<file path="config.mk">
export PLATFORM = sky130hd
export DESIGN_NAME = rom_patch_unit
export DESIGN_NICKNAME = d
export VERILOG_FILES = /design/src/rom_patch_pkg.sv /design/src/rom_patch_unit.sv /design/src/patch_bank_match.sv /design/src/patch_bank_store.sv
export SDC_FILE = /design/constraint.sdc
export NUM_CORES = 1
export LEC_CHECK = 0
export ABC_AREA = 0
export BUFFER_PORTS_ARGS = -buffer_cell sky130_fd_sc_hd__buf_2
export CORE_UTILIZATION = 50
export CTS_CLUSTER_DIAMETER = 30
export DETAILED_ROUTE_END_ITERATION = 8
export PLACE_DENSITY = 0.73
export REMOVE_ABC_BUFFERS = 1
export SLEW_MARGIN = 20
export SYNTH_ARGS = -nofsm -noshare
export SYNTH_HDL_FRONTEND = slang
export SYNTH_SLANG_ARGS = --single-unit
</file>
<file path="constraint.sdc">
create_clock -name I_CLK_SYS -period 11.4 [get_ports I_CLK_SYS]
set_input_delay 2.28 -clock I_CLK_SYS [delete_from_list [all_inputs] [get_ports I_CLK_SYS]]
set_output_delay 2.28 -clock I_CLK_SYS [all_outputs]
set_load 0.1 [all_outputs]
</file>
<file path="src/rom_patch_pkg.sv">
package rom_patch_pkg;
   localparam int          NUM_BANKS    = 4;
   localparam int          ADDR_W       = 20;
   localparam int          CNT_W        = 5;
   localparam int          AXI_ADDR_W   = 14;
   localparam logic [4:0]  BANK_BYTES   = 5'h06;
   localparam logic [4:0]  CNT_RESET    = 5'h00;
   localparam logic [4:0]  CNT_LAST     = 5'h17;
   localparam logic [4:0]  CNT_BANK0_END = 5'h05;
   localparam logic [3:0]  MODE_RESET   = 4'h0;
   // register indexes; byte address is four times the index
   localparam logic [11:0] IDX_MODE     = 12'hfe0;
   localparam logic [11:0] IDX_STATUS   = 12'hfe1;
   localparam logic [11:0] IDX_DATA     = 12'hfe2;
   localparam int          STAT_EN_BIT  = 8;
   localparam logic [1:0]  SEL_NONE     = 2'h0;
   localparam logic [1:0]  SEL_MODE     = 2'h1;
   localparam logic [1:0]  SEL_STATUS   = 2'h2;
   localparam logic [1:0]  SEL_DATA     = 2'h3;
   localparam logic [1:0]  RESP_OKAY    = 2'h0;
   localparam logic [1:0]  RESP_SLVERR  = 2'h2;
   localparam logic [19:0] TRAP_FREE_LO = 20'h002c0;
   localparam logic [19:0] TRAP_FREE_HI = 20'h008bf;

   typedef enum logic [1:0] {
      SZ_BYTE = 2'h0,
      SZ_WORD = 2'h1,
      SZ_20   = 2'h2
   } rd_size_t;

   typedef enum logic [2:0] {
      ST_IDLE  = 3'b001,
      ST_WRESP = 3'b010,
      ST_RRESP = 3'b100
   } bus_st_t;

   typedef struct packed {
      logic [19:0] start;
      logic [19:0] target;
   } bank_t;

   typedef struct packed {
      logic        valid;
      logic [19:0] addr;
   } fetch_req_t;

   typedef struct packed {
      logic        valid;
      logic [19:0] target;
   } jump_t;

   typedef struct packed {
      logic        valid;
      logic        ptr_mod;
      rd_size_t    size;
      logic [19:0] addr;
      logic [19:0] rom_data;
   } rd_req_t;

   typedef struct packed {
      logic        valid;
      logic        replaced;
      logic [19:0] data;
   } rd_rsp_t;
endpackage

</file>
<file path="src/rom_patch_unit.sv">
`timescale 1ns/1ps
module rom_patch_unit (
   input  wire logic                       I_CLK_SYS,
   input  wire logic                       I_RST_N,
   input  wire logic [13:0]                I_AWADDR,
   input  wire logic                       I_AWVALID,
   output logic                            O_AWREADY,
   input  wire logic [31:0]                I_WDATA,
   input  wire logic [3:0]                 I_WSTRB,
   input  wire logic                       I_WVALID,
   output logic                            O_WREADY,
   output logic [1:0]                      O_BRESP,
   output logic                            O_BVALID,
   input  wire logic                       I_BREADY,
   input  wire logic [13:0]                I_ARADDR,
   input  wire logic                       I_ARVALID,
   output logic                            O_ARREADY,
   output logic [31:0]                     O_RDATA,
   output logic [1:0]                      O_RRESP,
   output logic                            O_RVALID,
   input  wire logic                       I_RREADY,
   input  wire rom_patch_pkg::fetch_req_t  I_FETCH,
   input  wire rom_patch_pkg::rd_req_t     I_RD,
   output rom_patch_pkg::jump_t            O_JUMP,
   output rom_patch_pkg::rd_rsp_t          O_RD,
   output logic                            O_PATCH_EN,
   output logic                            O_TRAP_INHIBIT
);
   typedef struct packed {
      rom_patch_pkg::bus_st_t st;
      logic                   have_aw;
      logic                   have_w;
      logic [13:0]            awaddr;
      logic [31:0]            wdata;
      logic [3:0]             wstrb;
      logic                   awready;
      logic                   wready;
      logic                   arready;
      logic                   bvalid;
      logic [1:0]             bresp;
      logic                   rvalid;
      logic [1:0]             rresp;
      logic [31:0]            rdata;
      logic [4:0]             cnt;
      logic                   en;
      logic [3:0]             mode;
      rom_patch_pkg::jump_t   jump;
      rom_patch_pkg::rd_rsp_t rd;
      logic                   trap_inhibit;
   } unit_t;

   unit_t                      s;
   unit_t                      next_s;
   logic                       aw_hs;
   logic                       w_hs;
   logic                       ar_hs;
   logic [13:0]                waddr;
   logic [31:0]                wd;
   logic [3:0]                 ws;
   logic                       wr_data;
   logic [1:0]                 wsel;
   logic [1:0]                 rsel;
   rom_patch_pkg::bank_t [3:0] bank;
   logic [3:0]                 bank_valid;
   logic [3:0]                 f_hit;
   logic [3:0]                 r_hit;

   // ------------------------------------------------------------
   // helpers
   // ------------------------------------------------------------
   function automatic logic [1:0] reg_sel(input logic [13:0] a);
      if (a[13:2] == rom_patch_pkg::IDX_MODE) begin
         return rom_patch_pkg::SEL_MODE;
      end else if (a[13:2] == rom_patch_pkg::IDX_STATUS) begin
         return rom_patch_pkg::SEL_STATUS;
      end else if (a[13:2] == rom_patch_pkg::IDX_DATA) begin
         return rom_patch_pkg::SEL_DATA;
      end
      return rom_patch_pkg::SEL_NONE;
   endfunction

   // merge replacement bytes into the rom word by access width
   function automatic logic [19:0] splice(input logic [19:0] rom, input logic [19:0] rep,
                                          input rom_patch_pkg::rd_size_t sz);
      logic [19:0] d;
      d = rom;
      d[7:0] = rep[7:0];
      if (sz != rom_patch_pkg::SZ_BYTE) begin
         d[15:8] = rep[15:8];
      end
      if (sz == rom_patch_pkg::SZ_20) begin
         d[19:16] = rep[19:16];
      end
      return d;
   endfunction

   // ------------------------------------------------------------
   // bank storage and comparators
   // ------------------------------------------------------------
   patch_bank_store u_store (
      .i_clk   (I_CLK_SYS),
      .i_rst_n (I_RST_N),
      .i_wr    (wr_data),
      .i_idx   (s.cnt),
      .i_byte  (wd[7:0]),
      .o_bank  (bank),
      .o_valid (bank_valid)
   );

   // one comparator per bank
   generate
      for (genvar g = 0; g < rom_patch_pkg::NUM_BANKS; g++) begin : g_match
         patch_bank_match u_match (
            .i_start      (bank[g].start),
            .i_valid      (bank_valid[g]),
            .i_fetch_addr (I_FETCH.addr),
            .i_rd_addr    (I_RD.addr),
            .o_fetch_hit  (f_hit[g]),
            .o_rd_hit     (r_hit[g])
         );
      end
   endgenerate

   // ------------------------------------------------------------
   // next state: bus slave, counter, patch paths
   // ------------------------------------------------------------
   always_comb begin
      next_s  = s;
      wr_data = 1'b0;
      aw_hs   = I_AWVALID && s.awready;
      w_hs    = I_WVALID && s.wready;
      ar_hs   = I_ARVALID && s.arready;
      waddr   = s.have_aw ? s.awaddr : I_AWADDR;
      wd      = s.have_w ? s.wdata : I_WDATA;
      ws      = s.have_w ? s.wstrb : I_WSTRB;
      wsel    = reg_sel(waddr);
      rsel    = reg_sel(I_ARADDR);
      unique case (s.st)
         rom_patch_pkg::ST_IDLE: begin
            if (aw_hs) begin
               next_s.have_aw = 1'b1;
               next_s.awaddr  = I_AWADDR;
            end
            if (w_hs) begin
               next_s.have_w = 1'b1;
               next_s.wdata  = I_WDATA;
               next_s.wstrb  = I_WSTRB;
            end
            if (ar_hs) begin
               next_s.st     = rom_patch_pkg::ST_RRESP;
               next_s.rvalid = 1'b1;
               next_s.rresp  = rom_patch_pkg::RESP_OKAY;
               next_s.rdata  = 32'h0; // data port reads as zero
               unique case (rsel)
                  rom_patch_pkg::SEL_MODE:   next_s.rdata[3:0] = s.mode;
                  rom_patch_pkg::SEL_STATUS: begin
                     next_s.rdata[4:0]                       = s.cnt;
                     next_s.rdata[rom_patch_pkg::STAT_EN_BIT] = s.en;
                  end
                  rom_patch_pkg::SEL_DATA:   ;
                  rom_patch_pkg::SEL_NONE:   next_s.rresp = rom_patch_pkg::RESP_SLVERR;
               endcase
            end else if (next_s.have_aw && next_s.have_w) begin
               next_s.st     = rom_patch_pkg::ST_WRESP;
               next_s.bvalid = 1'b1;
               next_s.bresp  = (wsel == rom_patch_pkg::SEL_NONE) ?
                               rom_patch_pkg::RESP_SLVERR : rom_patch_pkg::RESP_OKAY;
               if (wsel == rom_patch_pkg::SEL_MODE && ws[0]) begin
                  next_s.mode = wd[3:0];
               end
               wr_data = (wsel == rom_patch_pkg::SEL_DATA) && ws[0];
            end
         end
         rom_patch_pkg::ST_WRESP: begin
            if (I_BREADY) begin
               next_s.st      = rom_patch_pkg::ST_IDLE;
               next_s.bvalid  = 1'b0;
               next_s.have_aw = 1'b0;
               next_s.have_w  = 1'b0;
            end
         end
         rom_patch_pkg::ST_RRESP: begin
            if (I_RREADY) begin
               next_s.st     = rom_patch_pkg::ST_IDLE;
               next_s.rvalid = 1'b0;
            end
         end
      endcase
      next_s.awready = (next_s.st == rom_patch_pkg::ST_IDLE) && !next_s.have_aw;
      next_s.wready  = (next_s.st == rom_patch_pkg::ST_IDLE) && !next_s.have_w;
      next_s.arready = (next_s.st == rom_patch_pkg::ST_IDLE) && !next_s.have_aw
                       && !next_s.have_w;
      // byte counter and sticky enable
      if (wr_data) begin
         next_s.cnt = (s.cnt == rom_patch_pkg::CNT_LAST) ?
                      rom_patch_pkg::CNT_RESET : s.cnt + 5'h01;
         if (s.cnt == rom_patch_pkg::CNT_BANK0_END) begin
            next_s.en = 1'b1;
         end
      end
      // fetch and data read substitution, lowest bank wins
      next_s.jump.valid  = 1'b0;
      next_s.rd.valid    = I_RD.valid;
      next_s.rd.replaced = 1'b0;
      next_s.rd.data     = I_RD.rom_data;
      for (int b = rom_patch_pkg::NUM_BANKS - 1; b >= 0; b--) begin
         if (I_FETCH.valid && s.en && f_hit[b] && !s.mode[b]) begin
            next_s.jump.valid  = 1'b1;
            next_s.jump.target = bank[b].target;
         end
      end
      for (int b = rom_patch_pkg::NUM_BANKS - 1; b >= 0; b--) begin
         if (I_RD.valid && s.en && r_hit[b] && s.mode[b] && !I_RD.ptr_mod) begin
            next_s.rd.replaced = 1'b1;
            next_s.rd.data     = splice(I_RD.rom_data, bank[b].target, I_RD.size);
         end
      end
      next_s.trap_inhibit = s.en && I_FETCH.valid &&
                            I_FETCH.addr >= rom_patch_pkg::TRAP_FREE_LO &&
                            I_FETCH.addr <= rom_patch_pkg::TRAP_FREE_HI;
   end

   // ------------------------------------------------------------
   // state register
   // ------------------------------------------------------------
   always_ff @(posedge I_CLK_SYS or negedge I_RST_N) begin
      if (!I_RST_N) begin
         s      <= '0;
         s.st   <= rom_patch_pkg::ST_IDLE;
         s.cnt  <= rom_patch_pkg::CNT_RESET;
         s.mode <= rom_patch_pkg::MODE_RESET;
      end else begin
         s <= next_s;
      end
   end

   // outputs straight from the state register
   assign O_AWREADY      = s.awready;
   assign O_WREADY       = s.wready;
   assign O_ARREADY      = s.arready;
   assign O_BVALID       = s.bvalid;
   assign O_BRESP        = s.bresp;
   assign O_RVALID       = s.rvalid;
   assign O_RRESP        = s.rresp;
   assign O_RDATA        = s.rdata;
   assign O_JUMP         = s.jump;
   assign O_RD           = s.rd;
   assign O_PATCH_EN     = s.en;
   assign O_TRAP_INHIBIT = s.trap_inhibit;
endmodule

</file>
<file path="src/patch_bank_match.sv">
`timescale 1ns/1ps
module patch_bank_match (
   input  wire logic [19:0] i_start,
   input  wire logic        i_valid,
   input  wire logic [19:0] i_fetch_addr,
   input  wire logic [19:0] i_rd_addr,
   output logic             o_fetch_hit,
   output logic             o_rd_hit
);
   // full width compare, only for a completely loaded bank
   assign o_fetch_hit = i_valid && (i_fetch_addr == i_start);
   assign o_rd_hit    = i_valid && (i_rd_addr == i_start);
endmodule

</file>
<file path="src/patch_bank_store.sv">
`timescale 1ns/1ps
module patch_bank_store (
   input  wire logic                  i_clk,
   input  wire logic                  i_rst_n,
   input  wire logic                  i_wr,
   input  wire logic [4:0]            i_idx,
   input  wire logic [7:0]            i_byte,
   output rom_patch_pkg::bank_t [3:0] o_bank,
   output logic [3:0]                 o_valid
);
   typedef struct packed {
      rom_patch_pkg::bank_t [3:0] bank;
      logic [3:0]                 valid;
   } store_t;

   store_t     s;
   store_t     next_s;
   logic [4:0] bank_idx;
   logic [4:0] slot;

   // ------------------------------------------------------------
   // byte steering into the bank slots
   // ------------------------------------------------------------
   always_comb begin
      next_s   = s;
      bank_idx = i_idx / rom_patch_pkg::BANK_BYTES;
      slot     = i_idx % rom_patch_pkg::BANK_BYTES;
      for (int b = 0; b < rom_patch_pkg::NUM_BANKS; b++) begin
         if (i_wr && bank_idx == 5'(b)) begin
            unique case (slot)
               5'h0: next_s.bank[b].start[7:0]    = i_byte;
               5'h1: next_s.bank[b].start[15:8]   = i_byte;
               5'h2: next_s.bank[b].start[19:16]  = i_byte[3:0];
               5'h3: next_s.bank[b].target[7:0]   = i_byte;
               5'h4: next_s.bank[b].target[15:8]  = i_byte;
               5'h5: begin
                  next_s.bank[b].target[19:16] = i_byte[3:0];
                  next_s.valid[b]              = 1'b1;
               end
               default: ;
            endcase
         end
      end
   end

   // ------------------------------------------------------------
   // storage registers
   // ------------------------------------------------------------
   always_ff @(posedge i_clk or negedge i_rst_n) begin
      if (!i_rst_n) begin
         s <= '0;
      end else begin
         s <= next_s;
      end
   end

   assign o_bank  = s.bank;
   assign o_valid = s.valid;
endmodule

</file>
==> run_summary.xml, run 1 <==
<?xml version="1.0" encoding="UTF-8"?>
<metrics>
  <group name="run_status">
    <metric name="run_status" unit="">complete, no violations</metric>
  </group>
  <group name="cells_and_area">
    <metric name="seqCellArea" unit="mm²">0.00643</metric>
    <metric name="post_route_cells_drive_above_1_share" unit="%">34.3</metric>
    <metric name="fillCellCount" unit="">2307</metric>
    <metric name="multi_input_comb_area" unit="mm²">0.00731</metric>
    <metric name="post-route-util" unit="%">60.5</metric>
    <metric name="layout-area-overhead-vs-synth" unit="%">18.7</metric>
    <metric name="antenna_cells_inserted" unit="">0</metric>
    <metric name="fin_cells" unit="">1872</metric>
    <metric name="final_layout_net_count" unit="">1583</metric>
  </group>
  <group name="setup_path">
    <metric name="setup.worst_path.start_class" unit="">register</metric>
    <metric name="end_kind" unit="">register</metric>
    <metric name="cp_top_family" unit="">compound AO/OA/AOI/OAI gates</metric>
    <metric name="crit_fanout" unit="">15</metric>
    <metric name="crit_chain" unit="">nor2b_1 &gt; nand2_1 &gt; ha_1 &gt; and2_1 &gt; a21oi_1 &gt; inv_1 &gt; ha_1 &gt; a31o_1 &gt; a211oi_2 &gt; nand3_1 &gt; a21oi_1 &gt; nand4_1 &gt; mux2_2</metric>
    <metric name="timing.setup.critical_path_class" unit="">reg2reg</metric>
    <metric name="worstPathBufferInverterCount" unit="">1</metric>
    <metric name="max_stage_delay_on_crit_path" unit="ns">0.66</metric>
    <metric name="arrival" unit="ns">5.27</metric>
    <metric name="cpMaxStageDelayCell" unit="">sky130_fd_sc_hd__a211oi_2</metric>
    <metric name="cp.required" unit="ns">11.85</metric>
  </group>
  <group name="synth">
    <metric name="synth.cell_area" unit="mm²">0.0147</metric>
    <metric name="synth_warnings" unit="">0</metric>
    <metric name="fraction_of_post_synthesis_cell_area_in_the_top_cell_type_by_area" unit="%">43.7</metric>
    <metric name="post_synth_cell_types" unit="">69</metric>
    <metric name="netlist_top_cells_count" unit="">256 x sky130_fd_sc_hd__dfrtp_1, 195 x sky130_fd_sc_hd__mux2_2, 108 x sky130_fd_sc_hd__xor2_1</metric>
    <metric name="yosysMostFrequentCell" unit="">sky130_fd_sc_hd__dfrtp_1</metric>
    <metric name="syn_area_per_cell" unit="µm²">10.9</metric>
    <metric name="dominantRegCellSynth" unit="">sky130_fd_sc_hd__dfrtp_1</metric>
    <metric name="syn_inst" unit="">1340</metric>
    <metric name="asyncSetResetFlopFracSynth" unit="%">100</metric>
    <metric name="yosysSeqAreaShare" unit="%">43.8</metric>
    <metric name="register_bit_total_from_synthesis" unit="">257</metric>
    <metric name="synth-edff-count" unit="">0</metric>
    <metric name="synth_area_leaders" unit="">sky130_fd_sc_hd__dfrtp_1 44%, sky130_fd_sc_hd__mux2_2 15%, sky130_fd_sc_hd__xor2_1 6.4%, sky130_fd_sc_hd__mux2i_1 4.6%, sky130_fd_sc_hd__buf_4 4.2%</metric>
    <metric name="synth_area_leader_cell" unit="">sky130_fd_sc_hd__dfrtp_1</metric>
  </group>
  <group name="pwr">
    <metric name="power.static_leakage" unit="nW">8.48</metric>
    <metric name="vdd.ir_drop.worst" unit="µV">108</metric>
    <metric name="p_per_area" unit="mW/mm²">166</metric>
  </group>
  <group name="clocking">
    <metric name="clock-sinks" unit="">257</metric>
    <metric name="cts_root_buf" unit="">sky130_fd_sc_hd__clkbuf_16</metric>
    <metric name="cts_made_buffers" unit="">55</metric>
    <metric name="clock_latency" unit="ns">0.58</metric>
    <metric name="htreeDepth" unit="">2</metric>
    <metric name="cts_max_path_buffers" unit="">3</metric>
    <metric name="cts_tree" unit="">done</metric>
    <metric name="cts.hold.buffers_added" unit="">0</metric>
    <metric name="post_cts.resized_instances" unit="">0</metric>
    <metric name="post-cts-setup-buffers" unit="">0</metric>
    <metric name="cts.reportedPaths.clkPinSlew" unit="ns">0.05</metric>
  </group>
  <group name="timing">
    <metric name="min_period_over_period" unit="%">42.3</metric>
    <metric name="report.final.setup_viol" unit="">0</metric>
    <metric name="skew" unit="ns">0.0296</metric>
    <metric name="finalCriticalPeriod" unit="ns">4.82</metric>
    <metric name="fmaxAchievable" unit="MHz">208</metric>
    <metric name="tightest_slew" unit="ns">1.05</metric>
    <metric name="fin_tns_setup" unit="ns">0</metric>
    <metric name="hold_violation_count_in_the_final_report" unit="">0</metric>
    <metric name="max-slew-margin-rel" unit="%">29.8</metric>
    <metric name="final-max-slew-violation-count" unit="">0</metric>
    <metric name="unrepaired_setup_endpoints_after_global_routing" unit="">false</metric>
  </group>
  <group name="placement">
    <metric name="port_buffers" unit="">162</metric>
    <metric name="placed_cells_incl_taps" unit="">1767</metric>
    <metric name="routability_congestion_estimate_from_global_placement" unit="">0.972</metric>
    <metric name="dp_hpwl" unit="µm">27100</metric>
  </group>
  <group name="routing">
    <metric name="vias_per_cell" unit="">5.89</metric>
    <metric name="drt_wl_total" unit="µm">41600</metric>
    <metric name="route.vias.total" unit="">11000</metric>
    <metric name="drtAntennaViolNets" unit="">0</metric>
    <metric name="drt_first_pass_iters" unit="">5</metric>
    <metric name="remaining_drc_errors" unit="">0</metric>
    <metric name="drtIter0Drc" unit="">834</metric>
    <metric name="routed_wire_length_per_instance" unit="µm">22.2</metric>
  </group>
  <group name="floorplan">
    <metric name="std_cell_rows" unit="">62</metric>
    <metric name="design.portCount" unit="">222</metric>
    <metric name="die_y" unit="µm">173</metric>
    <metric name="design.core.area" unit="mm²">0.0288</metric>
    <metric name="die_width" unit="µm">173</metric>
    <metric name="die_area" unit="mm²">0.0300</metric>
    <metric name="initial_core_util" unit="%">51.0</metric>
  </group>
  <group name="global_route">
    <metric name="grt_max_degree" unit="">139</metric>
    <metric name="grt_antenna_before_repair" unit="">2</metric>
    <metric name="remaining_overflow_grt" unit="">0</metric>
    <metric name="grt_pass1_vias" unit="">11300</metric>
    <metric name="grt_use_total" unit="%">28.0</metric>
    <metric name="grt_pass1_wl" unit="µm">64800</metric>
  </group>
  <group name="worst_hold_path">
    <metric name="hold_path.class" unit="">reg2reg</metric>
  </group>
  <group name="run">
    <metric name="max_cap_viol_count" unit="">0</metric>
  </group>
</metrics>
[per-layer routing]
layer	up-vias	routed length, µm	GRT usage, %
met3	149	3470	7.02
li1	4883	-	-
met2	532	19300	44.7
met5	-	21	0
met1	5454	17100	36.0
met4	4	1670	12.4
[path summary, 6_finish.rpt]
kind                            start                  end  slack (ns)  cells past startpoint
setup / recovery                s[52]   u_store.o_bank[12]        6.58                     13
hold / removal             O_RRESP[1]           O_RRESP[1]        0.48                      1
setup reg to reg                s[52]   u_store.o_bank[12]        6.58                     13
hold reg to reg            O_RRESP[1]           O_RRESP[1]        0.48                      1
max in group asynchronous     I_RST_N  u_store.o_bank[110]        8.24                      3
min in group asynchronous     I_RST_N           O_RDATA[0]        1.63                      1
[sequential cells by signal, summed over array words and instances (netlist names), 4 cells and up]
signal and count:
O_JUMP 21, u_store.o_bank 160, s 35, u_store.o_valid 4, O_RD 22, O_RDATA 6
[kinds of logic after synthesis]
kind of cell | after synthesis | synth area share (%)
other cells | 1 | 0.0256
xor+xnor | 162 | 9.67
buf+inv | 194 | 7.16
mux | 270 | 20.4
simple gates | 268 | 10.1
compound gates | 182 | 8.37
flops | 257 | 43.8
fa+ha+maj | 6 | 0.512
[placed cells by master (no fill, tap or decap), drive strengths merged, types with 7 or more instances in the layout]
cell        n
clkinv     16
a21o       10
o22ai       9
a21oi      34
xor2      108
nor3       18
nor2       41
conb       28
and3        9
nand3      17
o211ai     11
mux2i      67
inv        40
buf       175
nand2      70
clkbuf     62
o221ai     20
a311oi      8
clkinvlp    8
a211o       8
nand4      23
xnor2      54
or2         8
nand2b      7
nor4       30
bufinv     14
nand3b     10
dfrtp     256
mux2      203
o21ai      51
[stage by stage]
stage	worst slack, ns	instance area, µm²	hold slack [ns]	power [mW]
2_1_floorplan	5.09	13900	0.455	1.04
3_3_place_gp	6.36	15300	0.459	1.12
3_5_place_dp	6.36	15300	0.466	1.12
4_1_cts	6.70	17400	0.478	2.91
5_1_grt	6.29	17400	0.503	2.97
6_report	6.58	17400	0.482	2.90
[area by class of cell]
| cell class | count | share of cell area, % |
|---|---|---|
| Clock buffer | 62 | 8.40 |
| Clock inverter | 42 | 3.78 |
| Inverter | 36 | 0.776 |
| Multi-Input combinational cell | 916 | 42.0 |
| Sequential cell | 257 | 36.9 |
| Tap cell | 384 | 2.76 |
| Timing Repair Buffer | 175 | 5.39 |
[power by group]
group	internal [mW]	leakage, nW	switching, mW
combinational	0.0409	3.94	0.151
clock	1.24	1.01	0.544
sequential	0.918	3.53	0.000808
Note: power is estimated with default switching activity, not from simulation.
==> run 2, diff against run 1 <==
--- a/config.mk
+++ b/config.mk
@@ -10,7 +10,7 @@
 export CORE_UTILIZATION = 50
 export CTS_CLUSTER_DIAMETER = 30
 export DETAILED_ROUTE_END_ITERATION = 8
-export PLACE_DENSITY = 0.73
+export PLACE_DENSITY = 0.76
 export REMOVE_ABC_BUFFERS = 1
 export SLEW_MARGIN = 20
 export SYNTH_ARGS = -nofsm -noshare
==> constraint.sdc (replaced) <==
create_clock -name I_CLK_SYS -period 3.9 [get_ports I_CLK_SYS]
set_input_delay 0.78 -clock I_CLK_SYS [delete_from_list [all_inputs] [get_ports I_CLK_SYS]]
set_output_delay 0.78 -clock I_CLK_SYS [all_outputs]
set_load 0.1 [all_outputs]
==> run 2 against run 1 <==
Effect of this change: cell area rose by 1.1%; largest power group unchanged; wire length rose by 0.28%; flip-flop and latch count did not move; setup slack got worse by 6.4 ns; critical endpoint is now u_store.o_bank[147].
==> run_summary.xml, run 2 (synthesis gave the netlist of run 1 again) <==
<?xml version="1.0" encoding="UTF-8"?>
<metrics>
  <group name="pwr">
    <metric name="report.power.total" unit="mW">8.39</metric>
    <metric name="power.static_leakage" unit="nW">8.62</metric>
    <metric name="power.switching" unit="mW">2.06</metric>
    <metric name="intPower" unit="mW">6.33</metric>
    <metric name="sw_frac_of_total" unit="%">24.6</metric>
    <metric name="share_comb_of_total_power" unit="%">6.7</metric>
    <metric name="sequentialPowerShare" unit="%">32.0</metric>
    <metric name="p_per_area" unit="mW/mm²">476</metric>
    <metric name="power.clock.fraction" unit="%">61.2</metric>
    <metric name="vdd.ir_drop.worst" unit="µV">356</metric>
  </group>
  <group name="global_route">
    <metric name="grt_max_degree" unit="">95</metric>
    <metric name="grt_use_total" unit="%">28.0</metric>
    <metric name="grt_pass1_wl" unit="µm">64900</metric>
    <metric name="grt_pass1_vias" unit="">11400</metric>
    <metric name="remaining_overflow_grt" unit="">0</metric>
    <metric name="grt_antenna_before_repair" unit="">3</metric>
  </group>
  <group name="placement">
    <metric name="port_buffers" unit="">162</metric>
    <metric name="place_ws" unit="ns">0.135</metric>
    <metric name="routability_congestion_estimate_from_global_placement" unit="">0.986</metric>
    <metric name="dp_hpwl" unit="µm">27500</metric>
  </group>
  <group name="clocking">
    <metric name="htreeDepth" unit="">2</metric>
    <metric name="cts.hold.buffers_added" unit="">0</metric>
    <metric name="clock-sinks" unit="">257</metric>
    <metric name="clock_latency" unit="ns">0.60</metric>
    <metric name="cts_max_path_buffers" unit="">3</metric>
    <metric name="cts_root_buf" unit="">sky130_fd_sc_hd__clkbuf_16</metric>
    <metric name="cts_made_buffers" unit="">59</metric>
    <metric name="cts_tree" unit="">done</metric>
    <metric name="cts.reportedPaths.clkPinSlew" unit="ns">0.05</metric>
  </group>
  <group name="routing">
    <metric name="drtAntennaViolNets" unit="">0</metric>
    <metric name="drt_first_pass_iters" unit="">5</metric>
    <metric name="route.vias.total" unit="">11200</metric>
    <metric name="drtIter0Drc" unit="">878</metric>
    <metric name="drt_wl_total" unit="µm">41700</metric>
    <metric name="vias_per_cell" unit="">5.91</metric>
    <metric name="remaining_drc_errors" unit="">0</metric>
    <metric name="routed_wire_length_per_instance" unit="µm">21.9</metric>
  </group>
  <group name="floorplan">
    <metric name="die_area" unit="mm²">0.0300</metric>
    <metric name="design.core.area" unit="mm²">0.0288</metric>
    <metric name="die_y" unit="µm">173</metric>
    <metric name="std_cell_rows" unit="">62</metric>
    <metric name="initial_core_util" unit="%">51.0</metric>
    <metric name="design.portCount" unit="">222</metric>
    <metric name="die_width" unit="µm">173</metric>
  </group>
  <group name="cells_and_area">
    <metric name="fillCellCount" unit="">2256</metric>
    <metric name="final_common_cell" unit="">sky130_fd_sc_hd__dfrtp_1</metric>
    <metric name="layout-area-overhead-vs-synth" unit="%">20.0</metric>
    <metric name="post_route_cells_drive_above_1_share" unit="%">35.3</metric>
    <metric name="number_of_flip_flops_in_the_largest_register" unit="">160</metric>
    <metric name="final_layout_net_count" unit="">1615</metric>
    <metric name="layout_common_cells" unit="">255 x sky130_fd_sc_hd__dfrtp_1, 195 x sky130_fd_sc_hd__mux2_2, 161 x sky130_fd_sc_hd__buf_2, 108 x sky130_fd_sc_hd__xor2_1, 70 x sky130_fd_sc_hd__nand2_1</metric>
  </group>
  <group name="setup_path">
    <metric name="r2r-start" unit="">s[52]</metric>
    <metric name="r2r_slack" unit="ns">0.17</metric>
    <metric name="end_kind" unit="">register</metric>
    <metric name="timing.reg2reg.worst_path_depth" unit="">14</metric>
    <metric name="setup.worst_path.start_class" unit="">register</metric>
    <metric name="arrival" unit="ns">4.20</metric>
    <metric name="timing.setup.critical_path_class" unit="">reg2reg</metric>
    <metric name="rr_endpoint" unit="">u_store.o_bank[147]</metric>
    <metric name="crit_fanout" unit="">8</metric>
    <metric name="cp.required" unit="ns">4.36</metric>
  </group>
  <group name="timing">
    <metric name="skew" unit="ns">0.0418</metric>
    <metric name="tightest_slew" unit="ns">0.813</metric>
    <metric name="max-slew-margin-rel" unit="%">45.5</metric>
    <metric name="final-max-slew-violation-count" unit="">0</metric>
    <metric name="min_period_over_period" unit="%">95.8</metric>
    <metric name="unrepaired_setup_endpoints_after_global_routing" unit="">false</metric>
    <metric name="report.final.setup_viol" unit="">0</metric>
    <metric name="fmaxAchievable" unit="MHz">268</metric>
    <metric name="finalCriticalPeriod" unit="ns">3.73</metric>
    <metric name="hold_violation_count_in_the_final_report" unit="">0</metric>
    <metric name="final.setup.worst_slack" unit="ns">0.165</metric>
  </group>
  <group name="run">
    <metric name="max_cap_viol_count" unit="">0</metric>
  </group>
  <group name="run_status">
    <metric name="run_status" unit="">complete, no violations</metric>
  </group>
  <group name="worst_hold_path">
    <metric name="hold_path.class" unit="">in2async</metric>
  </group>
</metrics>
[run 2: cell count changes in the layout (fill, tap and decap cells not counted), moves of 3 or more]
cell	before	now
sky130_fd_sc_hd__buf_4	12	39
sky130_fd_sc_hd__bufinv_16	14	9
sky130_fd_sc_hd__clkbuf_1	1	6
sky130_fd_sc_hd__clkbuf_16	55	59
sky130_fd_sc_hd__clkinvlp_4	8	5
[run 2: repair_timing]
item	CTS	global route
resized for setup	0	2
endpoints found under the setup margin	0	32
setup buffers	0	0
[run 2: cell type report]
cell class	instances	area, µm²	share of cell area, %
Timing Repair Buffer	203	1150	6.55
Clock buffer	73	1610	9.14
Sequential cell	257	6430	36.5
Antenna cell	1	2.50	0.0142
Tap cell	384	480	2.73
Multi-Input combinational cell	916	7310	41.5
Inverter	36	135	0.767
Clock inverter	34	493	2.80
[run 2: worst max-delay path by stage]
stage,cells after the start,to,from
6_report,14,u_store.o_bank[147],s[52]
3_5_place_dp,14,u_store.o_bank[145],s[52]
2_1_floorplan,7,O_RD[10],I_RD[36]
4_1_cts,14,u_store.o_bank[147],s[52]
5_1_grt,14,u_store.o_bank[143],s[52]
3_3_place_gp,14,u_store.o_bank[147],s[52]
[run 2: power groups by stage]
| stage | logic [mW] | registers (mW) | clock network, mW |
|---|---|---|---|
| after CTS | 0.560 | 2.69 | 5.17 |
| after detailed placement | 0.556 | 2.73 | 0 |
| after global routing | 0.593 | 2.69 | 5.33 |
| after global placement | 0.551 | 2.73 | 0 |
| after floorplan | 0.238 | 2.81 | 0 |
| final | 0.564 | 2.69 | 5.13 |
[run 2: layer usage]
| layer | share of wire, % | vias to the layer above | GRT usage [%] | routed length [µm] |
|---|---|---|---|---|
| met5 | 0.072 | - | 0 | 30 |
| met4 | 4.9 | 4 | 14.5 | 2040 |
| met3 | 9.2 | 166 | 7.11 | 3850 |
| met2 | 46 | 613 | 43.9 | 19000 |
| met1 | 40 | 5515 | 35.6 | 16800 |
| li1 | - | 4946 | - | - |
[run 2: stage by stage]
stage | setup TNS, ns | hold WS (ns) | std cells | utilization (%) | area [µm²]
after floorplan | -24.87 | 0.455 | 1209 | - | 13900
after global placement | 0 | 0.466 | 1796 | 53.9 | 15500
after detailed placement | 0 | 0.461 | 1796 | 53.9 | 15500
after CTS | 0 | 0.266 | 1903 | 61.2 | 17600
after global routing | 0 | 0.288 | 1903 | 61.2 | 17600
final | 0 | 0.222 | 1904 | 61.2 | 17600
[run 2: critical path: stages (launching register included)]
cell                       delay, ns
sky130_fd_sc_hd__dfrtp_2        0.42
sky130_fd_sc_hd__nor2b_2        0.20
sky130_fd_sc_hd__nand2_1        0.07
sky130_fd_sc_hd__ha_1           0.19
sky130_fd_sc_hd__and2_1         0.16
sky130_fd_sc_hd__a21oi_1        0.22
sky130_fd_sc_hd__inv_1          0.10
sky130_fd_sc_hd__ha_1           0.23
sky130_fd_sc_hd__a31o_1         0.22
sky130_fd_sc_hd__a21boi_1       0.15
sky130_fd_sc_hd__o32a_1         0.37
sky130_fd_sc_hd__or3_4          0.37
sky130_fd_sc_hd__or4_1          0.41
sky130_fd_sc_hd__buf_4          0.21
sky130_fd_sc_hd__mux2_4         0.30
==> run 3, diff against run 2 <==
--- a/config.mk
+++ b/config.mk
@@ -10,7 +10,7 @@
 export CORE_UTILIZATION = 50
 export CTS_CLUSTER_DIAMETER = 30
 export DETAILED_ROUTE_END_ITERATION = 8
-export PLACE_DENSITY = 0.76
+export PLACE_DENSITY = 0.73
 export REMOVE_ABC_BUFFERS = 1
 export SLEW_MARGIN = 20
 export SYNTH_ARGS = -nofsm -noshare
==> constraint.sdc (replaced) <==
create_clock -name I_CLK_SYS -period 4.43 [get_ports I_CLK_SYS]
set_input_delay 0.886 -clock I_CLK_SYS [delete_from_list [all_inputs] [get_ports I_CLK_SYS]]
set_output_delay 0.886 -clock I_CLK_SYS [all_outputs]
set_load 0.1 [all_outputs]
==> run 3 against run 2 <==
Effect of this change: sequential share of layout area up 0.48 points; wire length up 0.23%; maximum frequency down 11%; largest cell class unchanged; largest power group unchanged; highest routed layer unchanged.
==> run_summary.xml, run 3 (synthesis gave the netlist of run 1 again) <==
<?xml version="1.0" encoding="UTF-8"?>
<metrics>
  <group name="run_status">
    <metric name="run_status" unit="">complete, no violations</metric>
  </group>
  <group name="routing">
    <metric name="vias_per_cell" unit="">5.91</metric>
    <metric name="drtIter0Drc" unit="">886</metric>
    <metric name="drt_wl_total" unit="µm">41800</metric>
    <metric name="route.vias.total" unit="">11200</metric>
    <metric name="routed_wire_length_per_instance" unit="µm">22.1</metric>
    <metric name="drt_first_pass_iters" unit="">5</metric>
    <metric name="remaining_drc_errors" unit="">0</metric>
    <metric name="drtAntennaViolNets" unit="">0</metric>
  </group>
  <group name="timing">
    <metric name="fmaxAchievable" unit="MHz">239</metric>
    <metric name="tightest_slew" unit="ns">0.961</metric>
    <metric name="final.setup.worst_slack" unit="ns">0.251</metric>
    <metric name="skew" unit="ns">0.0322</metric>
    <metric name="hold_violation_count_in_the_final_report" unit="">0</metric>
    <metric name="min_period_over_period" unit="%">94.3</metric>
    <metric name="final-max-slew-violation-count" unit="">0</metric>
    <metric name="max-slew-margin-rel" unit="%">35.1</metric>
    <metric name="finalCriticalPeriod" unit="ns">4.18</metric>
    <metric name="report.final.setup_viol" unit="">0</metric>
    <metric name="unrepaired_setup_endpoints_after_global_routing" unit="">false</metric>
  </group>
  <group name="global_route">
    <metric name="grt_pass1_wl" unit="µm">64600</metric>
    <metric name="grt_max_degree" unit="">92</metric>
    <metric name="remaining_overflow_grt" unit="">0</metric>
    <metric name="grt_pass1_vias" unit="">11300</metric>
    <metric name="grt_use_total" unit="%">27.9</metric>
    <metric name="grt_antenna_before_repair" unit="">2</metric>
  </group>
  <group name="clocking">
    <metric name="cts_made_buffers" unit="">55</metric>
    <metric name="cts_tree" unit="">done</metric>
    <metric name="clock_latency" unit="ns">0.58</metric>
    <metric name="cts_max_path_buffers" unit="">3</metric>
    <metric name="cts_root_buf" unit="">sky130_fd_sc_hd__clkbuf_16</metric>
    <metric name="post_cts.resized_instances" unit="">0</metric>
    <metric name="cts.reportedPaths.clkPinSlew" unit="ns">0.05</metric>
    <metric name="post-cts-setup-buffers" unit="">0</metric>
    <metric name="clock-sinks" unit="">257</metric>
    <metric name="cts.hold.buffers_added" unit="">0</metric>
    <metric name="htreeDepth" unit="">2</metric>
  </group>
  <group name="placement">
    <metric name="port_buffers" unit="">162</metric>
    <metric name="placed_cells_incl_taps" unit="">1786</metric>
    <metric name="routability_congestion_estimate_from_global_placement" unit="">0.970</metric>
    <metric name="place_ws" unit="ns">0.323</metric>
    <metric name="dp_hpwl" unit="µm">27400</metric>
  </group>
  <group name="setup_path">
    <metric name="rr_endpoint" unit="">u_store.o_bank[147]</metric>
    <metric name="r2r_slack" unit="ns">0.25</metric>
    <metric name="timing.reg2reg.worst_path_depth" unit="">14</metric>
    <metric name="setup.worst_path.start_class" unit="">register</metric>
    <metric name="r2r-start" unit="">s[52]</metric>
    <metric name="arrival" unit="ns">4.63</metric>
    <metric name="crit_fanout" unit="">10</metric>
    <metric name="timing.setup.critical_path_class" unit="">reg2reg</metric>
    <metric name="crit_end" unit="">u_store.o_bank[147]</metric>
    <metric name="cp.required" unit="ns">4.88</metric>
    <metric name="end_kind" unit="">register</metric>
    <metric name="worst_setup_path_startpoint" unit="">s[52]</metric>
  </group>
  <group name="floorplan">
    <metric name="design.portCount" unit="">222</metric>
    <metric name="initial_core_util" unit="%">51.0</metric>
    <metric name="design.core.area" unit="mm²">0.0288</metric>
    <metric name="die_width" unit="µm">173</metric>
    <metric name="die_y" unit="µm">173</metric>
    <metric name="die_area" unit="mm²">0.0300</metric>
    <metric name="std_cell_rows" unit="">62</metric>
  </group>
  <group name="cells_and_area">
    <metric name="layout-area-overhead-vs-synth" unit="%">18.5</metric>
    <metric name="number_of_flip_flops_in_the_largest_register" unit="">160</metric>
    <metric name="final_common_cell" unit="">sky130_fd_sc_hd__dfrtp_1</metric>
    <metric name="fin_cells" unit="">1890</metric>
    <metric name="layout_common_cells" unit="">256 x sky130_fd_sc_hd__dfrtp_1, 195 x sky130_fd_sc_hd__mux2_2, 161 x sky130_fd_sc_hd__buf_2, 108 x sky130_fd_sc_hd__xor2_1, 70 x sky130_fd_sc_hd__nand2_1</metric>
    <metric name="post_route_cells_drive_above_1_share" unit="%">34.7</metric>
    <metric name="final_layout_net_count" unit="">1601</metric>
  </group>
  <group name="pwr">
    <metric name="vdd.ir_drop.worst" unit="µV">292</metric>
    <metric name="p_per_area" unit="mW/mm²">409</metric>
    <metric name="power.static_leakage" unit="nW">8.49</metric>
  </group>
  <group name="run">
    <metric name="max_cap_viol_count" unit="">0</metric>
  </group>
  <group name="worst_hold_path">
    <metric name="hold_path.class" unit="">in2async</metric>
  </group>
</metrics>
==> run 3: where the power goes <==
part	internal (mW)	switching [mW]	total, mW	leakage, nW
clock network	2.81	1.43	4.24	0.932
registers	2.36	0.00192	2.36	3.53
logic	0.105	0.393	0.498	4.02
==> run 3: metrics by stage <==
| stage | total power [mW] | cell area (µm²) | hold slack [ns] | TNS, ns | utilization (%) |
|---|---|---|---|---|---|
| after floorplan | 2.69 | 13900 | 0.455 | -6.45 | - |
| after global placement | 2.89 | 15400 | 0.459 | 0 | 53.6 |
| after detailed placement | 2.89 | 15400 | 0.476 | 0 | 53.6 |
| after CTS | 7.13 | 17400 | 0.331 | 0 | 60.4 |
| after global routing | 7.28 | 17400 | 0.350 | 0 | 60.4 |
| final | 7.10 | 17400 | 0.298 | 0 | 60.4 |
==> run 3: layout make-up <==
| type | count | area [µm²] |
|---|---|---|
| repair buffers | 193 | 1080 |
| inverters | 36 | 135 |
| clock buffers | 61 | 1420 |
| diodes | 1 | 2.50 |
| fillers | 2362 | 11400 |
| well taps | 384 | 480 |
| multi-input cells | 916 | 7300 |
| flip-flops and latches | 257 | 6430 |
| clock inverters | 42 | 528 |
==> run 3: worst max-delay path: stages (launching register included) <==
cell and delay [ns]:
sky130_fd_sc_hd__dfrtp_1 0.54, sky130_fd_sc_hd__nor2b_1 0.28, sky130_fd_sc_hd__nand2_1 0.08, sky130_fd_sc_hd__ha_1 0.30, sky130_fd_sc_hd__and2_1 0.19, sky130_fd_sc_hd__a21oi_1 0.27
sky130_fd_sc_hd__inv_1 0.10, sky130_fd_sc_hd__ha_1 0.24, sky130_fd_sc_hd__a31o_1 0.22, sky130_fd_sc_hd__a21boi_1 0.14, sky130_fd_sc_hd__o32a_1 0.37, sky130_fd_sc_hd__or3_4 0.37
sky130_fd_sc_hd__or4_1 0.42, sky130_fd_sc_hd__buf_4 0.22, sky130_fd_sc_hd__mux2_4 0.31
==> run 3: worst min path at each step <==
stage / cells after the start / endpoint / start / slack (ns)
after floorplan: 1 / u_store.o_valid[0] / u_store.o_valid[0] / 0.46
after global placement: 2 / O_RDATA[3] / O_RDATA[3] / 0.46
after detailed placement: 1 / O_BRESP[1] / O_BRESP[1] / 0.48
after CTS: 1 / u_store.o_bank[29] / I_RST_N / 0.33
after global routing: 1 / u_store.o_bank[38] / I_RST_N / 0.35
final: 1 / u_store.o_bank[29] / I_RST_N / 0.30
==> run 3: metal layers <==
metal  global-route usage [%]  wire (µm)
met1                     35.8      17100
met2                     45.5      19500
met3                     6.18       3460
met4                     11.8       1710
met5                        0         10
